$ cat src/hdl/mtm_defines.vh
// Constants for the modulo timer: register offsets, field positions, resets.
// Assumes a 32-bit AHB-Lite register bus, one aligned word per register.
`ifndef MTM_DEFINES_VH
`define MTM_DEFINES_VH

`define MTM_OFS_STATUS_CONTROL 4'h0
`define MTM_OFS_CLOCK_CONFIG   4'h4
`define MTM_OFS_COUNT_VALUE    4'h8
`define MTM_OFS_MODULO_LIMIT   4'hc

`define MTM_BIT_OVERFLOW_FLAG  7
`define MTM_BIT_IRQ_ENABLE     6
`define MTM_BIT_COUNTER_CLEAR  5
`define MTM_BIT_COUNTER_HALT   4
`define MTM_SRC_HI             5
`define MTM_SRC_LO             4
`define MTM_PS_HI              3
`define MTM_PS_LO              0

`define MTM_SRC_BUS            2'h0
`define MTM_SRC_FIXED          2'h1
`define MTM_SRC_PIN_FALL       2'h2
`define MTM_SRC_PIN_RISE       2'h3

`define MTM_PS_MAX             4'h8

`define MTM_RST_HALT           1'b1
`define MTM_RST_IRQ_ENABLE     1'b0
`define MTM_RST_SOURCE         2'h0
`define MTM_RST_PRESCALE       4'h0
`define MTM_RST_MODULO         8'h00
`define MTM_RST_COUNT          8'h00

`endif

$ cat src/hdl/mtm_modulo_timer.v
// 8-bit modulo timer with prescaler and clock source selection, AHB-Lite slave.
// Assumes one 20 MHz bus clock; pin and fixed clock arrive asynchronously.
// Overview of operation
// Counter rolling from modulo value to zero sets the overflow flag; software cannot set it.
// Flag clears on write 0 only after a read that saw it set.
// Interrupt request is flag AND enable bit 6; reset clears the enable.
// Software clears the flag before setting the interrupt enable.
// Writing 1 to bit 5 zeroes counter and flag; reads back zero.
// Halt bit 4 freezes the counter; clearing it resumes from held value.
// Reset sets the halt bit.
// Unused status bits 3:0 and config bits 7:6 read zero.
// Source select 5:4 picks bus, fixed clock, pin falling or pin rising edges.
// Changing source does not clear the counter.
// Reset selects the bus clock source.
// Prescale field divides the source by two to the field value, up to 256.
// Prescale codes above eight divide by 256.
// Changing prescale does not clear the counter.
// Reset sets prescale to divide by one.
// Count register is read-only current count, reset to zero.
// Modulo zero makes the counter free-running over the full range.
// Any modulo write zeroes counter and flag and stores the value.
// Reset sets the modulo to zero.
// Counter increments per tick to the modulo, then wraps to zero.
// Overflow between read and clear-write disarms the sequence; flag stays.
// Pin clock is synchronised; it must run at most quarter bus rate.
// Debug mode suspends counting; it resumes from the held value.
// Free-running counter wraps 0xff to zero and sets the flag.
// Pin and fixed clock edges become one-cycle enables into the prescaler.
`timescale 1ns/1ns
`include "mtm_defines.vh"

module mtm_modulo_timer
(
  input  wire        core_clk,
  input  wire        rst,
  input  wire        hsel,
  input  wire [31:0] haddr,
  input  wire [1:0]  htrans,
  input  wire        hwrite,
  input  wire [2:0]  hsize,
  input  wire [31:0] hwdata,
  input  wire        hready,
  output reg  [31:0] hrdata,
  output wire        hreadyout,
  output wire        hresp,
  input  wire        ext_timer_clock_pin,
  input  wire        fixed_freq_clock,
  input  wire        debug_active,
  output wire        timer_irq
);

  // Control and status registers
  reg        overflow_flag_r;
  reg        overflow_nxt;
  reg        overflow_irq_enable_r;
  reg        counter_halt_r;
  reg  [1:0] source_select_r;
  reg  [3:0] prescale_select_r;
  reg  [7:0] modulo_value_r;
  reg        clear_armed_r;
  reg        clear_armed_nxt;

  // Counter and prescaler
  reg  [7:0] count_r;
  reg  [7:0] count_nxt;
  reg  [7:0] presc_r;
  wire [8:0] count_sum;
  wire [8:0] presc_sum;
  wire [8:0] presc_match;
  wire [3:0] ps_eff;
  reg        src_tick;
  reg        presc_tick;
  wire       run;
  wire       counter_reset;
  wire       overflow_evt;
  wire       at_limit;

  // Synchronisers and edge enables
  reg        pin_s1_r;
  reg        pin_s2_r;
  reg        pin_s3_r;
  reg        fix_s1_r;
  reg        fix_s2_r;
  reg        fix_s3_r;
  reg        dbg_s1_r;
  reg        dbg_s2_r;
  wire       pin_rise;
  wire       pin_fall;
  wire       fix_rise;

  // Bus data phase
  reg        dph_wr_r;
  reg        dph_rd_r;
  reg  [3:0] dph_ofs_r;
  reg  [7:0] rd_byte_nxt;
  wire       addr_take;
  wire       rd_take;
  wire       wr_status;
  wire       wr_clock;
  wire       wr_modulo;
  wire       rd_status;
  wire [7:0] status_view;
  wire [7:0] config_view;
  genvar     gi;

  // Bus slave: zero wait states, always OKAY
  assign hreadyout = 1'b1;
  assign hresp     = 1'b0;
  assign addr_take = hsel & hready & htrans[1];
  assign rd_take   = addr_take & ~hwrite;

  // Data phase write flag
  always @(posedge core_clk or posedge rst)
  begin
    if (rst)
      dph_wr_r <= 1'b0;
    else
      dph_wr_r <= addr_take & hwrite;
  end

  // Data phase read flag
  always @(posedge core_clk or posedge rst)
  begin
    if (rst)
      dph_rd_r <= 1'b0;
    else
      dph_rd_r <= rd_take;
  end

  // Offset of the transfer in its data phase
  always @(posedge core_clk or posedge rst)
  begin
    if (rst)
      dph_ofs_r <= 4'h0;
    else if (addr_take)
      dph_ofs_r <= haddr[3:0];
  end

  assign wr_status = dph_wr_r & (dph_ofs_r == `MTM_OFS_STATUS_CONTROL);
  assign wr_clock  = dph_wr_r & (dph_ofs_r == `MTM_OFS_CLOCK_CONFIG);
  assign wr_modulo = dph_wr_r & (dph_ofs_r == `MTM_OFS_MODULO_LIMIT);
  assign rd_status = dph_rd_r & (dph_ofs_r == `MTM_OFS_STATUS_CONTROL);

  // Readback views; the clear bit and unused bits read zero
  assign status_view = {overflow_flag_r, overflow_irq_enable_r, 1'b0, counter_halt_r, 4'h0};
  assign config_view = {2'b00, source_select_r, prescale_select_r};

  // Read byte selected at the address phase
  always @*
  begin
    case (haddr[3:0])
      `MTM_OFS_STATUS_CONTROL: rd_byte_nxt = status_view;
      `MTM_OFS_CLOCK_CONFIG:   rd_byte_nxt = config_view;
      `MTM_OFS_COUNT_VALUE:    rd_byte_nxt = count_nxt;
      `MTM_OFS_MODULO_LIMIT:   rd_byte_nxt = modulo_value_r;
      default:                 rd_byte_nxt = 8'h00;
    endcase
  end

  // Read data registered at the address phase, so it stands in the data phase
  always @(posedge core_clk or posedge rst)
  begin
    if (rst)
      hrdata <= 32'h00000000;
    else if (rd_take)
      hrdata <= {24'h000000, rd_byte_nxt};
  end

  // Pin clock synchroniser; the third stage only feeds the edge detector
  always @(posedge core_clk or posedge rst)
  begin
    if (rst)
    begin
      pin_s1_r <= 1'b0;
      pin_s2_r <= 1'b0;
      pin_s3_r <= 1'b0;
    end
    else
    begin
      pin_s1_r <= ext_timer_clock_pin;
      pin_s2_r <= pin_s1_r;
      pin_s3_r <= pin_s2_r;
    end
  end

  // Fixed clock synchroniser; the third stage only feeds the edge detector
  always @(posedge core_clk or posedge rst)
  begin
    if (rst)
    begin
      fix_s1_r <= 1'b0;
      fix_s2_r <= 1'b0;
      fix_s3_r <= 1'b0;
    end
    else
    begin
      fix_s1_r <= fixed_freq_clock;
      fix_s2_r <= fix_s1_r;
      fix_s3_r <= fix_s2_r;
    end
  end

  // Debug level synchroniser
  always @(posedge core_clk or posedge rst)
  begin
    if (rst)
    begin
      dbg_s1_r <= 1'b0;
      dbg_s2_r <= 1'b0;
    end
    else
    begin
      dbg_s1_r <= debug_active;
      dbg_s2_r <= dbg_s1_r;
    end
  end

  // Source edge enables
  assign pin_rise = pin_s2_r & ~pin_s3_r;
  assign pin_fall = ~pin_s2_r & pin_s3_r;
  assign fix_rise = fix_s2_r & ~fix_s3_r;

  always @*
  begin
    case (source_select_r)
      `MTM_SRC_BUS:      src_tick = 1'b1;
      `MTM_SRC_FIXED:    src_tick = fix_rise;
      `MTM_SRC_PIN_FALL: src_tick = pin_fall;
      `MTM_SRC_PIN_RISE: src_tick = pin_rise;
      default:           src_tick = 1'b1;
    endcase
  end

  assign run       = ~counter_halt_r & ~dbg_s2_r;
  assign presc_sum = {1'b0, presc_r} + 9'h001;
  assign count_sum = {1'b0, count_r} + 9'h001;

  // Match bit k: the low k prescaler bits are all ones
  assign presc_match[0] = 1'b1;

  generate
    for (gi = 1; gi < 9; gi = gi + 1)
    begin : g_presc_match
      assign presc_match[gi] = &presc_r[gi-1:0];
    end
  endgenerate

  // Codes above eight behave as the longest ratio
  assign ps_eff = (prescale_select_r > `MTM_PS_MAX) ? `MTM_PS_MAX : prescale_select_r;

  always @*
  begin
    presc_tick = src_tick & presc_match[ps_eff];
  end

  assign counter_reset = (wr_status & hwdata[`MTM_BIT_COUNTER_CLEAR]) | wr_modulo;

  // Limit is the modulo value, or the top of the range when the modulo is zero
  assign at_limit     = (modulo_value_r == 8'h00) ? (count_r == 8'hff) :
                        (count_r == modulo_value_r);
  assign overflow_evt = run & presc_tick & ~counter_reset & at_limit;

  always @*
  begin
    count_nxt = count_r;
    if (counter_reset)
      count_nxt = 8'h00;
    else if (run & presc_tick)
    begin
      if (overflow_evt)
        count_nxt = 8'h00;
      else
        count_nxt = count_sum[7:0];
    end
  end

  // Counter
  always @(posedge core_clk or posedge rst)
  begin
    if (rst)
      count_r <= `MTM_RST_COUNT;
    else
      count_r <= count_nxt;
  end

  // Overflow flag: a set wins over a clear in the same cycle
  always @*
  begin
    overflow_nxt = overflow_flag_r;
    if (counter_reset)
      overflow_nxt = 1'b0;
    else if (wr_status & ~hwdata[`MTM_BIT_OVERFLOW_FLAG] & clear_armed_r)
      overflow_nxt = 1'b0;
    if (overflow_evt)
      overflow_nxt = 1'b1;
  end

  always @(posedge core_clk or posedge rst)
  begin
    if (rst)
      overflow_flag_r <= 1'b0;
    else
      overflow_flag_r <= overflow_nxt;
  end

  // Clear sequence: a status read that sees the flag arms, a new overflow disarms
  always @*
  begin
    clear_armed_nxt = clear_armed_r;
    if (overflow_evt | wr_status | counter_reset)
      clear_armed_nxt = 1'b0;
    else if (rd_status & hrdata[`MTM_BIT_OVERFLOW_FLAG])
      clear_armed_nxt = 1'b1;
  end

  always @(posedge core_clk or posedge rst)
  begin
    if (rst)
      clear_armed_r <= 1'b0;
    else
      clear_armed_r <= clear_armed_nxt;
  end

  // Prescaler restarts with the counter
  always @(posedge core_clk or posedge rst)
  begin
    if (rst)
      presc_r <= 8'h00;
    else if (counter_reset)
      presc_r <= 8'h00;
    else if (run & src_tick)
      presc_r <= presc_sum[7:0];
  end

  // Interrupt enable
  always @(posedge core_clk or posedge rst)
  begin
    if (rst)
      overflow_irq_enable_r <= `MTM_RST_IRQ_ENABLE;
    else if (wr_status)
      overflow_irq_enable_r <= hwdata[`MTM_BIT_IRQ_ENABLE];
  end

  // Halt
  always @(posedge core_clk or posedge rst)
  begin
    if (rst)
      counter_halt_r <= `MTM_RST_HALT;
    else if (wr_status)
      counter_halt_r <= hwdata[`MTM_BIT_COUNTER_HALT];
  end

  // Source select
  always @(posedge core_clk or posedge rst)
  begin
    if (rst)
      source_select_r <= `MTM_RST_SOURCE;
    else if (wr_clock)
      source_select_r <= hwdata[`MTM_SRC_HI:`MTM_SRC_LO];
  end

  // Prescale select
  always @(posedge core_clk or posedge rst)
  begin
    if (rst)
      prescale_select_r <= `MTM_RST_PRESCALE;
    else if (wr_clock)
      prescale_select_r <= hwdata[`MTM_PS_HI:`MTM_PS_LO];
  end

  // Modulo value
  always @(posedge core_clk or posedge rst)
  begin
    if (rst)
      modulo_value_r <= `MTM_RST_MODULO;
    else if (wr_modulo)
      modulo_value_r <= hwdata[7:0];
  end

  assign timer_irq = overflow_flag_r & overflow_irq_enable_r;

endmodule

$ cat config.mk
export PLATFORM = sky130hd
export DESIGN_NAME = mtm_modulo_timer
export DESIGN_NICKNAME = d
export VERILOG_FILES = /design/src/hdl/mtm_modulo_timer.v
export VERILOG_INCLUDE_DIRS = /design/src /design/src/hdl
export SDC_FILE = /design/constraint.sdc
export NUM_CORES = 1
export LEC_CHECK = 0
export BUFFER_PORTS_ARGS = -buffer_cell sky130_fd_sc_hd__buf_2
export CORE_MARGIN = 1
export CORE_UTILIZATION = 46
export CTS_CLUSTER_SIZE = 20
export DETAILED_ROUTE_END_ITERATION = 10
export GPL_TIMING_DRIVEN = 0
export PLACE_DENSITY_LB_ADDON = 0.3
export SYNTH_ARGS = -nofsm -noshare
export SYNTH_HDL_FRONTEND = slang
export SYNTH_SLANG_ARGS = --single-unit
$ cat constraint.sdc
create_clock -name core_clk -period 2.2 [get_ports core_clk]
set_input_delay 0.22 -clock core_clk [delete_from_list [all_inputs] [get_ports core_clk]]
set_output_delay 0.22 -clock core_clk [all_outputs]
set_load 0.1 [all_outputs]
; ---- Word-level counts from Yosys, hierarchy flattened
; Index checks and enable logic that the tools add are counted.
[totals]
in_bits = 77
wordCells = 98
register_bits = 56
[classes]
magnitude_cmp = 2
muxes = 16
n_addsub = 2
eq_ne = 10
n_reduce_logical = 14
bitwise_logic = 33
[ops]
columns = cell, count
row1 = 8-bit 2-to-1 mux, 5
row2 = 8-bit case mux with 4 select lines, 1
row3 = 1-bit AND, 22
row4 = "8-bit by 1-bit adder with 8-bit output, second input constant", 2
row5 = "4-bit == test, second input constant", 3
row6 = "4-bit by 3-bit == test with 1-bit output, second input constant", 2
row7 = 8-bit == test, 1
row8 = "8-bit == test, second input constant", 1
row9 = 4-bit zero test, 2
row10 = 8-bit zero test, 1
row11 = 1-bit NOT, 8
row12 = 8-bit AND reduction, 1
row13 = 1-bit 2-to-1 mux, 7
row14 = 7-bit AND reduction, 1
row15 = 6-bit AND reduction, 1
row16 = "4-bit by 5-bit less-than comparator with 1-bit output, second input constant", 1
row17 = 5-bit AND reduction, 1
row18 = 1-bit binary-select mux with 4-bit select, 1
row19 = "2-bit == test, second input constant", 2
row20 = "4-bit greater-than comparator, second input constant", 1
row21 = 4-bit 2-to-1 mux, 1
row22 = 1-bit case mux with 4 select lines, 1
row23 = 4-bit AND reduction, 1
row24 = 2-bit nonzero test, 2
row25 = other kinds (6), 8

; ---- Logic depth before layout (Yosys ltp)
[depth]
ltp_word = 12
mapped_depth = 10
depth_no_buf = 9

; ---- Worst setup path before layout
; Ideal clock, no wire load.
[synth_timing]
path_kind = register to register
from = reg presc_r[0]
to = reg clear_armed_r
path_buffers = 1
setup_time_ps = 89
synth_period_minus_slack_ps = 2280
arrival_ps = 2191
path_slack_ps = -80
t_required_ps = 2111
stages_incl_launch_ff = 11
path_cell_list = dfrtp_1 > ha_1 > and3_1 > ha_1 > mux4_1 > nand2_1 > a221oi_2 > o21ai_2 > buf_4 > o21bai_4 > nor3b_1
[synth_between]
elab_chain_len = 10
[synth_rtl]
columns = item, line_no
row1 = "start, declared", mtm_modulo_timer.v:66  ; reg [7:0] presc_r;
row2 = "start signal, assigned", mtm_modulo_timer.v:332  ; presc_r <= presc_sum[7:0];
row3 = 8-bit AND reduction (tied with other cells), mtm_modulo_timer.v:244  ; assign presc_match[gi] = &presc_r[gi-1:0];
row4 = 1-bit binary-select mux with 4-bit select *, mtm_modulo_timer.v:253  ; presc_tick = src_tick & presc_match[ps_eff];
row5 = 1-bit 2-to-1 mux (implied by the code) *, mtm_modulo_timer.v:253
row6 = 1-bit AND *, mtm_modulo_timer.v:253
row7 = 1-bit AND * (3 in a row), mtm_modulo_timer.v:261  ; assign overflow_evt = run & presc_tick & ~counter_reset & at_limit;
row8 = 1-bit bitwise OR * (2 in a row), mtm_modulo_timer.v:310  ; if (overflow_evt | wr_status | counter_reset)
row9 = 1-bit 2-to-1 mux or 2-bit nonzero test (tied branches), n/a
row10 = "end signal, assigned", mtm_modulo_timer.v:321  ; clear_armed_r <= clear_armed_nxt;
row11 = "end, declared", mtm_modulo_timer.v:60  ; reg clear_armed_r;
; Mark *: on every way between the ends. The rest lies on a longest branch, timed or not. The select of a mux whose other input is x is not followed.
; A chain may end at the register's enable or synchronous reset.

; ---- Final worst setup path
[layout_timing]
from = reg presc_r[1]
to = reg count_r[7]
[layout_between]
elab_chain_len = 10
[layout_rtl]
columns = item, line_no
row1 = 8-bit AND reduction (tied with other cells), mtm_modulo_timer.v:244
row2 = 1-bit binary-select mux with 4-bit select *, mtm_modulo_timer.v:253
row3 = 1-bit 2-to-1 mux (implied by the code) *, mtm_modulo_timer.v:253
row4 = 1-bit AND *, mtm_modulo_timer.v:253
row5 = 1-bit AND *, "mtm_modulo_timer.v:261, mtm_modulo_timer.v:268"
row6 = 1-bit AND (2 in a row), mtm_modulo_timer.v:261
row7 = 8-bit 2-to-1 mux, mtm_modulo_timer.v:270  ; if (overflow_evt)
row8 = 8-bit 2-to-1 mux *, mtm_modulo_timer.v:268  ; else if (run & presc_tick)
row9 = 8-bit 2-to-1 mux *, mtm_modulo_timer.v:266  ; if (counter_reset)
row10 = named net count_nxt[7], mtm_modulo_timer.v:65  ; reg [7:0] count_nxt;
row11 = "end signal, assigned", mtm_modulo_timer.v:281  ; count_r <= `MTM_RST_COUNT;
row12 = "end signal, assigned", mtm_modulo_timer.v:283  ; count_r <= count_nxt;
row13 = "end, declared", mtm_modulo_timer.v:64  ; reg [7:0] count_r;
; The timed path passes the listed nets; every way through them passes the cells marked *. The select of a mux whose other input is x is not followed.

==> impl_summary.md <==
Outcome
The flow ran to the end, but the final reports show violations. The final reports fail on setup timing.

STA
The slew at the pin with the worst max-slew slack is roughly 0.8 ns. The achievable clock frequency is between 0.4 and 0.5 GHz. The smallest setup slack after layout is -0.1255 ns. The setup TNS is -1.381 ns. The final clock skew is 0.005801 ns. Of the available clock period, the critical path in the final layout requires 105.7%. The number of pins with negative max-slew slack in the final report is 0. The number of setup violations in the final report is 18.

Setup repair after global routing could not meet its margin everywhere. The count of final hold-check violations is 0. The worst path in the final design needs a cycle of 2.326 ns, including I/O delays and setup. Measured against its own limit, the worst slew margin works out to 46.28%.

Power
Per report_power, the combinational group accounts for 38.2% of the total. In this run the power spent charging and discharging nets is 1.450 mW. Net switching is around two fifths of the power. Per report_power, the clock group accounts for between 10% and 20% of the total. The worst-case IR drop observed on VDD is around 0.00055 V. The internal cell power is 2.120 mW.

The power per cell area is about 910 nW/um^2. Per report_power, the sequential group accounts for 42.2% of the total. For this design the static power due to leakage is 1.766 nW. The completed layout was analyzed and its total power is ~3.6 mW.

Critical path
The critical path goes through ha_4 > and3_4 > ha_4 > mux4_2 > nand2_2 > a221oi_4 > o211ai_1 > xor2_1 > nor2_1. On the critical path, the stage with the largest delay is an instance of sky130_fd_sc_hd__mux4_2. Grouping stages by cell kind, the critical path spends the most delay in multiplexers. The largest fanout of any net on the critical path is 6.

In this design, the stage delay of the slowest critical-path cell is between 0.4 and 0.5 ns. The kind of capture point of the worst setup path is a flip-flop. The startpoint type of the worst setup path is a flip-flop.

The start-to-end type of the worst setup path is reg2reg. The buffers plus inverters on the worst setup path is 0. For the worst setup path, the data required time is 2.40 ns. STA puts the critical path data arrival time at 2.52 ns. The cell repeated most along the worst path is sky130_fd_sc_hd__ha_4.

Drt
The number of detailed-route iterations in the first pass is 4. Dividing the detail-routed via count by the number of cells gives 5.290. The count of nets left with antenna violations once routing finished came out at 0. For this block, the via count after detailed routing is 2550. The highest metal layer with signal wires is met4.

The total met3 wirelength after detailed routing is 351 um. After detailed routing, the number of remaining DRC violations is 0. The wire length the detailed router placed on met1 is 3.244 mm. The first routing iteration left 190 violations. Summed over all nets, wire length on met2 after detailed routing comes to ~3.3 mm. The final layout contains routed wiring with a total length of 7.022 mm.

After detailed routing, the average wire length per cell comes to 14.57 um.

Placed design
The worst slack at placement is -0.2382 ns. Routability-driven placement finished with a final weighted congestion of 0.8474. Once detailed placement completed, the half-perimeter wirelength came to 5.135 mm. The number of port buffers is 28.

Logic synthesis
The count of flip-flops with a built-in enable after synthesis is 0. After Yosys synthesis, full adders, half adders and majority gates account for 1.533% of the synthesized area. The number of different library cells used by synthesis comes to 64. The synthesized-area fraction occupied by and/or/nand/nor cells is between 10% and 20%. After synthesis, the mean cell area works out to approximately 10 um^2. Of the post-synthesis cell area, the part taken by muxes is 9.770%. The cell area after synthesis is roughly 3300 um^2. In this run, synthesis produced a sequential element count of 56. The Yosys step of the flow raised 0 warnings.

For this run, the leading register cell type out of synthesis is sky130_fd_sc_hd__dfrtp_1. The combinational family with the most area after synthesis is simple AND/OR/NAND/NOR gates. Of all flip-flops after synthesis, the portion carrying an async set or reset was 100.0%. Summing the areas of all compound-gate instances in the mapped netlist gives roughly 15% of the synthesized area.

Of the total synthesized cell area, the portion taken by XOR and XNOR cells is between 2 and 2.5%. The sequential element share of the synthesized area is 42.95%. The number of instances in the synthesized netlist is 314.

Clock tree
In this run the clock root is driven by a sky130_fd_sc_hd__clkbuf_8. The clock passes through at most 2 buffers. In this run the number of H-tree levels came out at 2. The clock transition time at the flip-flop clock pins of the worst setup and hold paths is approximately 0.10 ns.

The clock buffer count from CTS is 5. The insertion delay of the later-clocked pin in the worst-skew pair is 0.31 ns. TritonCTS built the clock tree. The total number of clock tree sinks is 56.

Floorplanning
The floorplan die area is 7440 um^2. The die width is 86.26 um. Pin placement for this block handled 112 I/O pins. The effective utilization at floorplan is 47.80%. The core footprint is 6832 um^2. The number of cell rows is 30.

The y dimension of the die is 86.26 um.

Run
The max-capacitance violation count is 0.

Worst hold path
The tightest min-delay check is of the in2reg type.

Cells and area
The area growth from synthesis to layout is 20.65%. The share of layout cells above drive strength 1 is 33.16%. The share of the core filled with cells is between 50% and 60%.

The number of diodes added for antenna fixing is 0. The filler cells instantiated in the layout total 596. In the final design database the tool counted around 470 nets.

Global routing
The via count of the first global-routing pass was 2520. The global-route usage over all layers is between 20% and 30%. The first-pass GRT wire length is between 10 and 15 mm. Entering global routing, the biggest net connects 36 pins. The initial antenna violation count is 0. For this run the aggregate overflow at the end of global routing stands at 0.
[power by group through the flow]
stage               registers, mW  clock network (mW)  logic, mW
global placement             1.51                   0       1.21
CTS                          1.50               0.717       1.34
finish                       1.51               0.701       1.36
global route                 1.54               0.763       1.50
detailed placement           1.52                   0       1.25
floorplan                    1.57                   0      0.933
[synthesized netlist by cell type (2+ instances only)]
master                     instances  area (um^2)
sky130_fd_sc_hd__nand2b_1          7        43.79
sky130_fd_sc_hd__xor2_1            8        70.07
sky130_fd_sc_hd__inv_1             9        33.78
sky130_fd_sc_hd__nand3_1          13        65.06
sky130_fd_sc_hd__mux2i_1           9        90.09
sky130_fd_sc_hd__o21ai_2           2        17.52
sky130_fd_sc_hd__nor2_1           23        86.33
sky130_fd_sc_hd__buf_4            29        217.7
sky130_fd_sc_hd__buf_2             3        15.01
sky130_fd_sc_hd__nand3b_1          2        15.01
sky130_fd_sc_hd__nor4_4            2        42.54
sky130_fd_sc_hd__nor4b_1           3        26.28
sky130_fd_sc_hd__a211o_1           3        26.28
sky130_fd_sc_hd__mux2_2           18        202.7
sky130_fd_sc_hd__o21ai_1           3        15.01
sky130_fd_sc_hd__nor3b_1           2        15.01
sky130_fd_sc_hd__a22oi_2           3        37.54
sky130_fd_sc_hd__clkbuf_1          5        18.77
sky130_fd_sc_hd__or3_1             3        18.77
sky130_fd_sc_hd__a32oi_1           2        17.52
sky130_fd_sc_hd__ha_1              4        50.05
sky130_fd_sc_hd__clkbuf_2          3        15.01
sky130_fd_sc_hd__and2_1            4        25.02
sky130_fd_sc_hd__a22oi_1           4        30.03
sky130_fd_sc_hd__or3b_1            3        26.28
sky130_fd_sc_hd__o21ai_0           4        20.02
sky130_fd_sc_hd__dfrtp_1          55         1376
sky130_fd_sc_hd__o22ai_1           2        12.51
sky130_fd_sc_hd__nand4_1           4        25.02
sky130_fd_sc_hd__nand2_1          15        56.30
sky130_fd_sc_hd__buf_6             2        22.52
sky130_fd_sc_hd__a31oi_1           2        12.51
sky130_fd_sc_hd__nor3_1            9        45.04
sky130_fd_sc_hd__conb_1            2        7.510
sky130_fd_sc_hd__nor4_1            3        18.77
sky130_fd_sc_hd__nand4b_1          2        17.52
sky130_fd_sc_hd__o211ai_1          6        45.04
sky130_fd_sc_hd__a21oi_1          11        55.05
sky130_fd_sc_hd__and3_1            5        31.28
[metrics by stage]
| step | hold slack, ns | cells | area, um^2 |
|---|---|---|---|
| CTS | 0.0006831 | 481 | 3887 |
| global placement | 0.3288 | 462 | 3655 |
| floorplan | 0.2514 | 338 | 3395 |
| detailed placement | 0.2772 | 463 | 3675 |
| global route | 0.1308 | 482 | 3940 |
| finish | 0.1331 | 482 | 3940 |
[placed cells by master (no fill, tap or decap), types with 5 or more instances in the layout]
cell / count
sky130_fd_sc_hd__nand2b_1: 7
sky130_fd_sc_hd__inv_1: 8
sky130_fd_sc_hd__mux2i_1: 9
sky130_fd_sc_hd__mux2_2: 18
sky130_fd_sc_hd__a21oi_1: 10
sky130_fd_sc_hd__buf_4: 34
sky130_fd_sc_hd__clkbuf_1: 5
sky130_fd_sc_hd__o211ai_1: 6
sky130_fd_sc_hd__conb_1: 26
sky130_fd_sc_hd__nor3_1: 9
sky130_fd_sc_hd__buf_2: 31
sky130_fd_sc_hd__nand2_1: 14
sky130_fd_sc_hd__dfrtp_1: 55
sky130_fd_sc_hd__xor2_1: 8
sky130_fd_sc_hd__nand3_1: 13
sky130_fd_sc_hd__clkbuf_8: 5
sky130_fd_sc_hd__nor2_1: 23
[tightest hold or removal path: cells and delay by family]
family / cells / cell delay [ns]
buffers and inverters: 2 / 0.15
and+or+nand+nor: 1 / 0.04
[what timing repair did]
action                                 in CTS  in global routing
pin swaps                                  14                  9
endpoints found under the hold margin      23                  1
resized for setup                           2                  8
buffers inserted                            6                  0
setup endpoints to repair                  18                 22
hold buffers                                3                  1
gates cloned                                1                  0
[cell type report]
cell class / instances / area (um^2) / share of cell area (%)
well taps: 96 / 120.1 / 3.049
clock inverters: 3 / 46.29 / 1.175
repair buffers: 40 / 256.5 / 6.510
flip-flops and latches: 56 / 1403 / 35.60
multi-input cells: 231 / 1719 / 43.63
inverters: 9 / 33.78 / 0.8574
plain buffers: 42 / 292.8 / 7.431
clock buffers: 5 / 68.82 / 1.747
[metal layers]
| layer | global-route usage, % | up-vias |
|---|---|---|
| met5 | 0 | - |
| met4 | 5.909 | 0 |
| met3 | 2.857 | 7 |
| met2 | 33.77 | 73 |
| met1 | 29.12 | 1245 |
| li1 | - | 1225 |
[worst paths after layout]
kind / end / cells after the start / start / slack [ns]
max: count_r[7] / 9 / presc_r[1] / -0.13
max in group asynchronous: counter_halt_r / 4 / rst / 1.13
min reg2reg: fix_s2_r / 0 / fix_s1_r / 0.36
min: dph_wr_r / 3 / hwrite / 0.13
max reg2reg: count_r[7] / 9 / presc_r[1] / -0.13
min in group asynchronous: count_r[0] / 3 / rst / 0.47
[flip-flops by register name (all words and copies together), names as in the netlist, 2 cells and up]
signal	count
prescale_select_r	4
presc_r	8
hrdata	8
dph_ofs_r	4
source_select_r	2
count_r	8
modulo_value_r	8
[cells by family after synthesis]
logic type | count (synthesis)
and+or+nand+nor | 105
AOI/OAI and AO/OA | 59
DFF | 56
buffers and inverters | 51
muxes | 28
xor gates and xnor gates | 9
adders and majority gates | 4
other | 2
(Power assumes the default switching activity.)
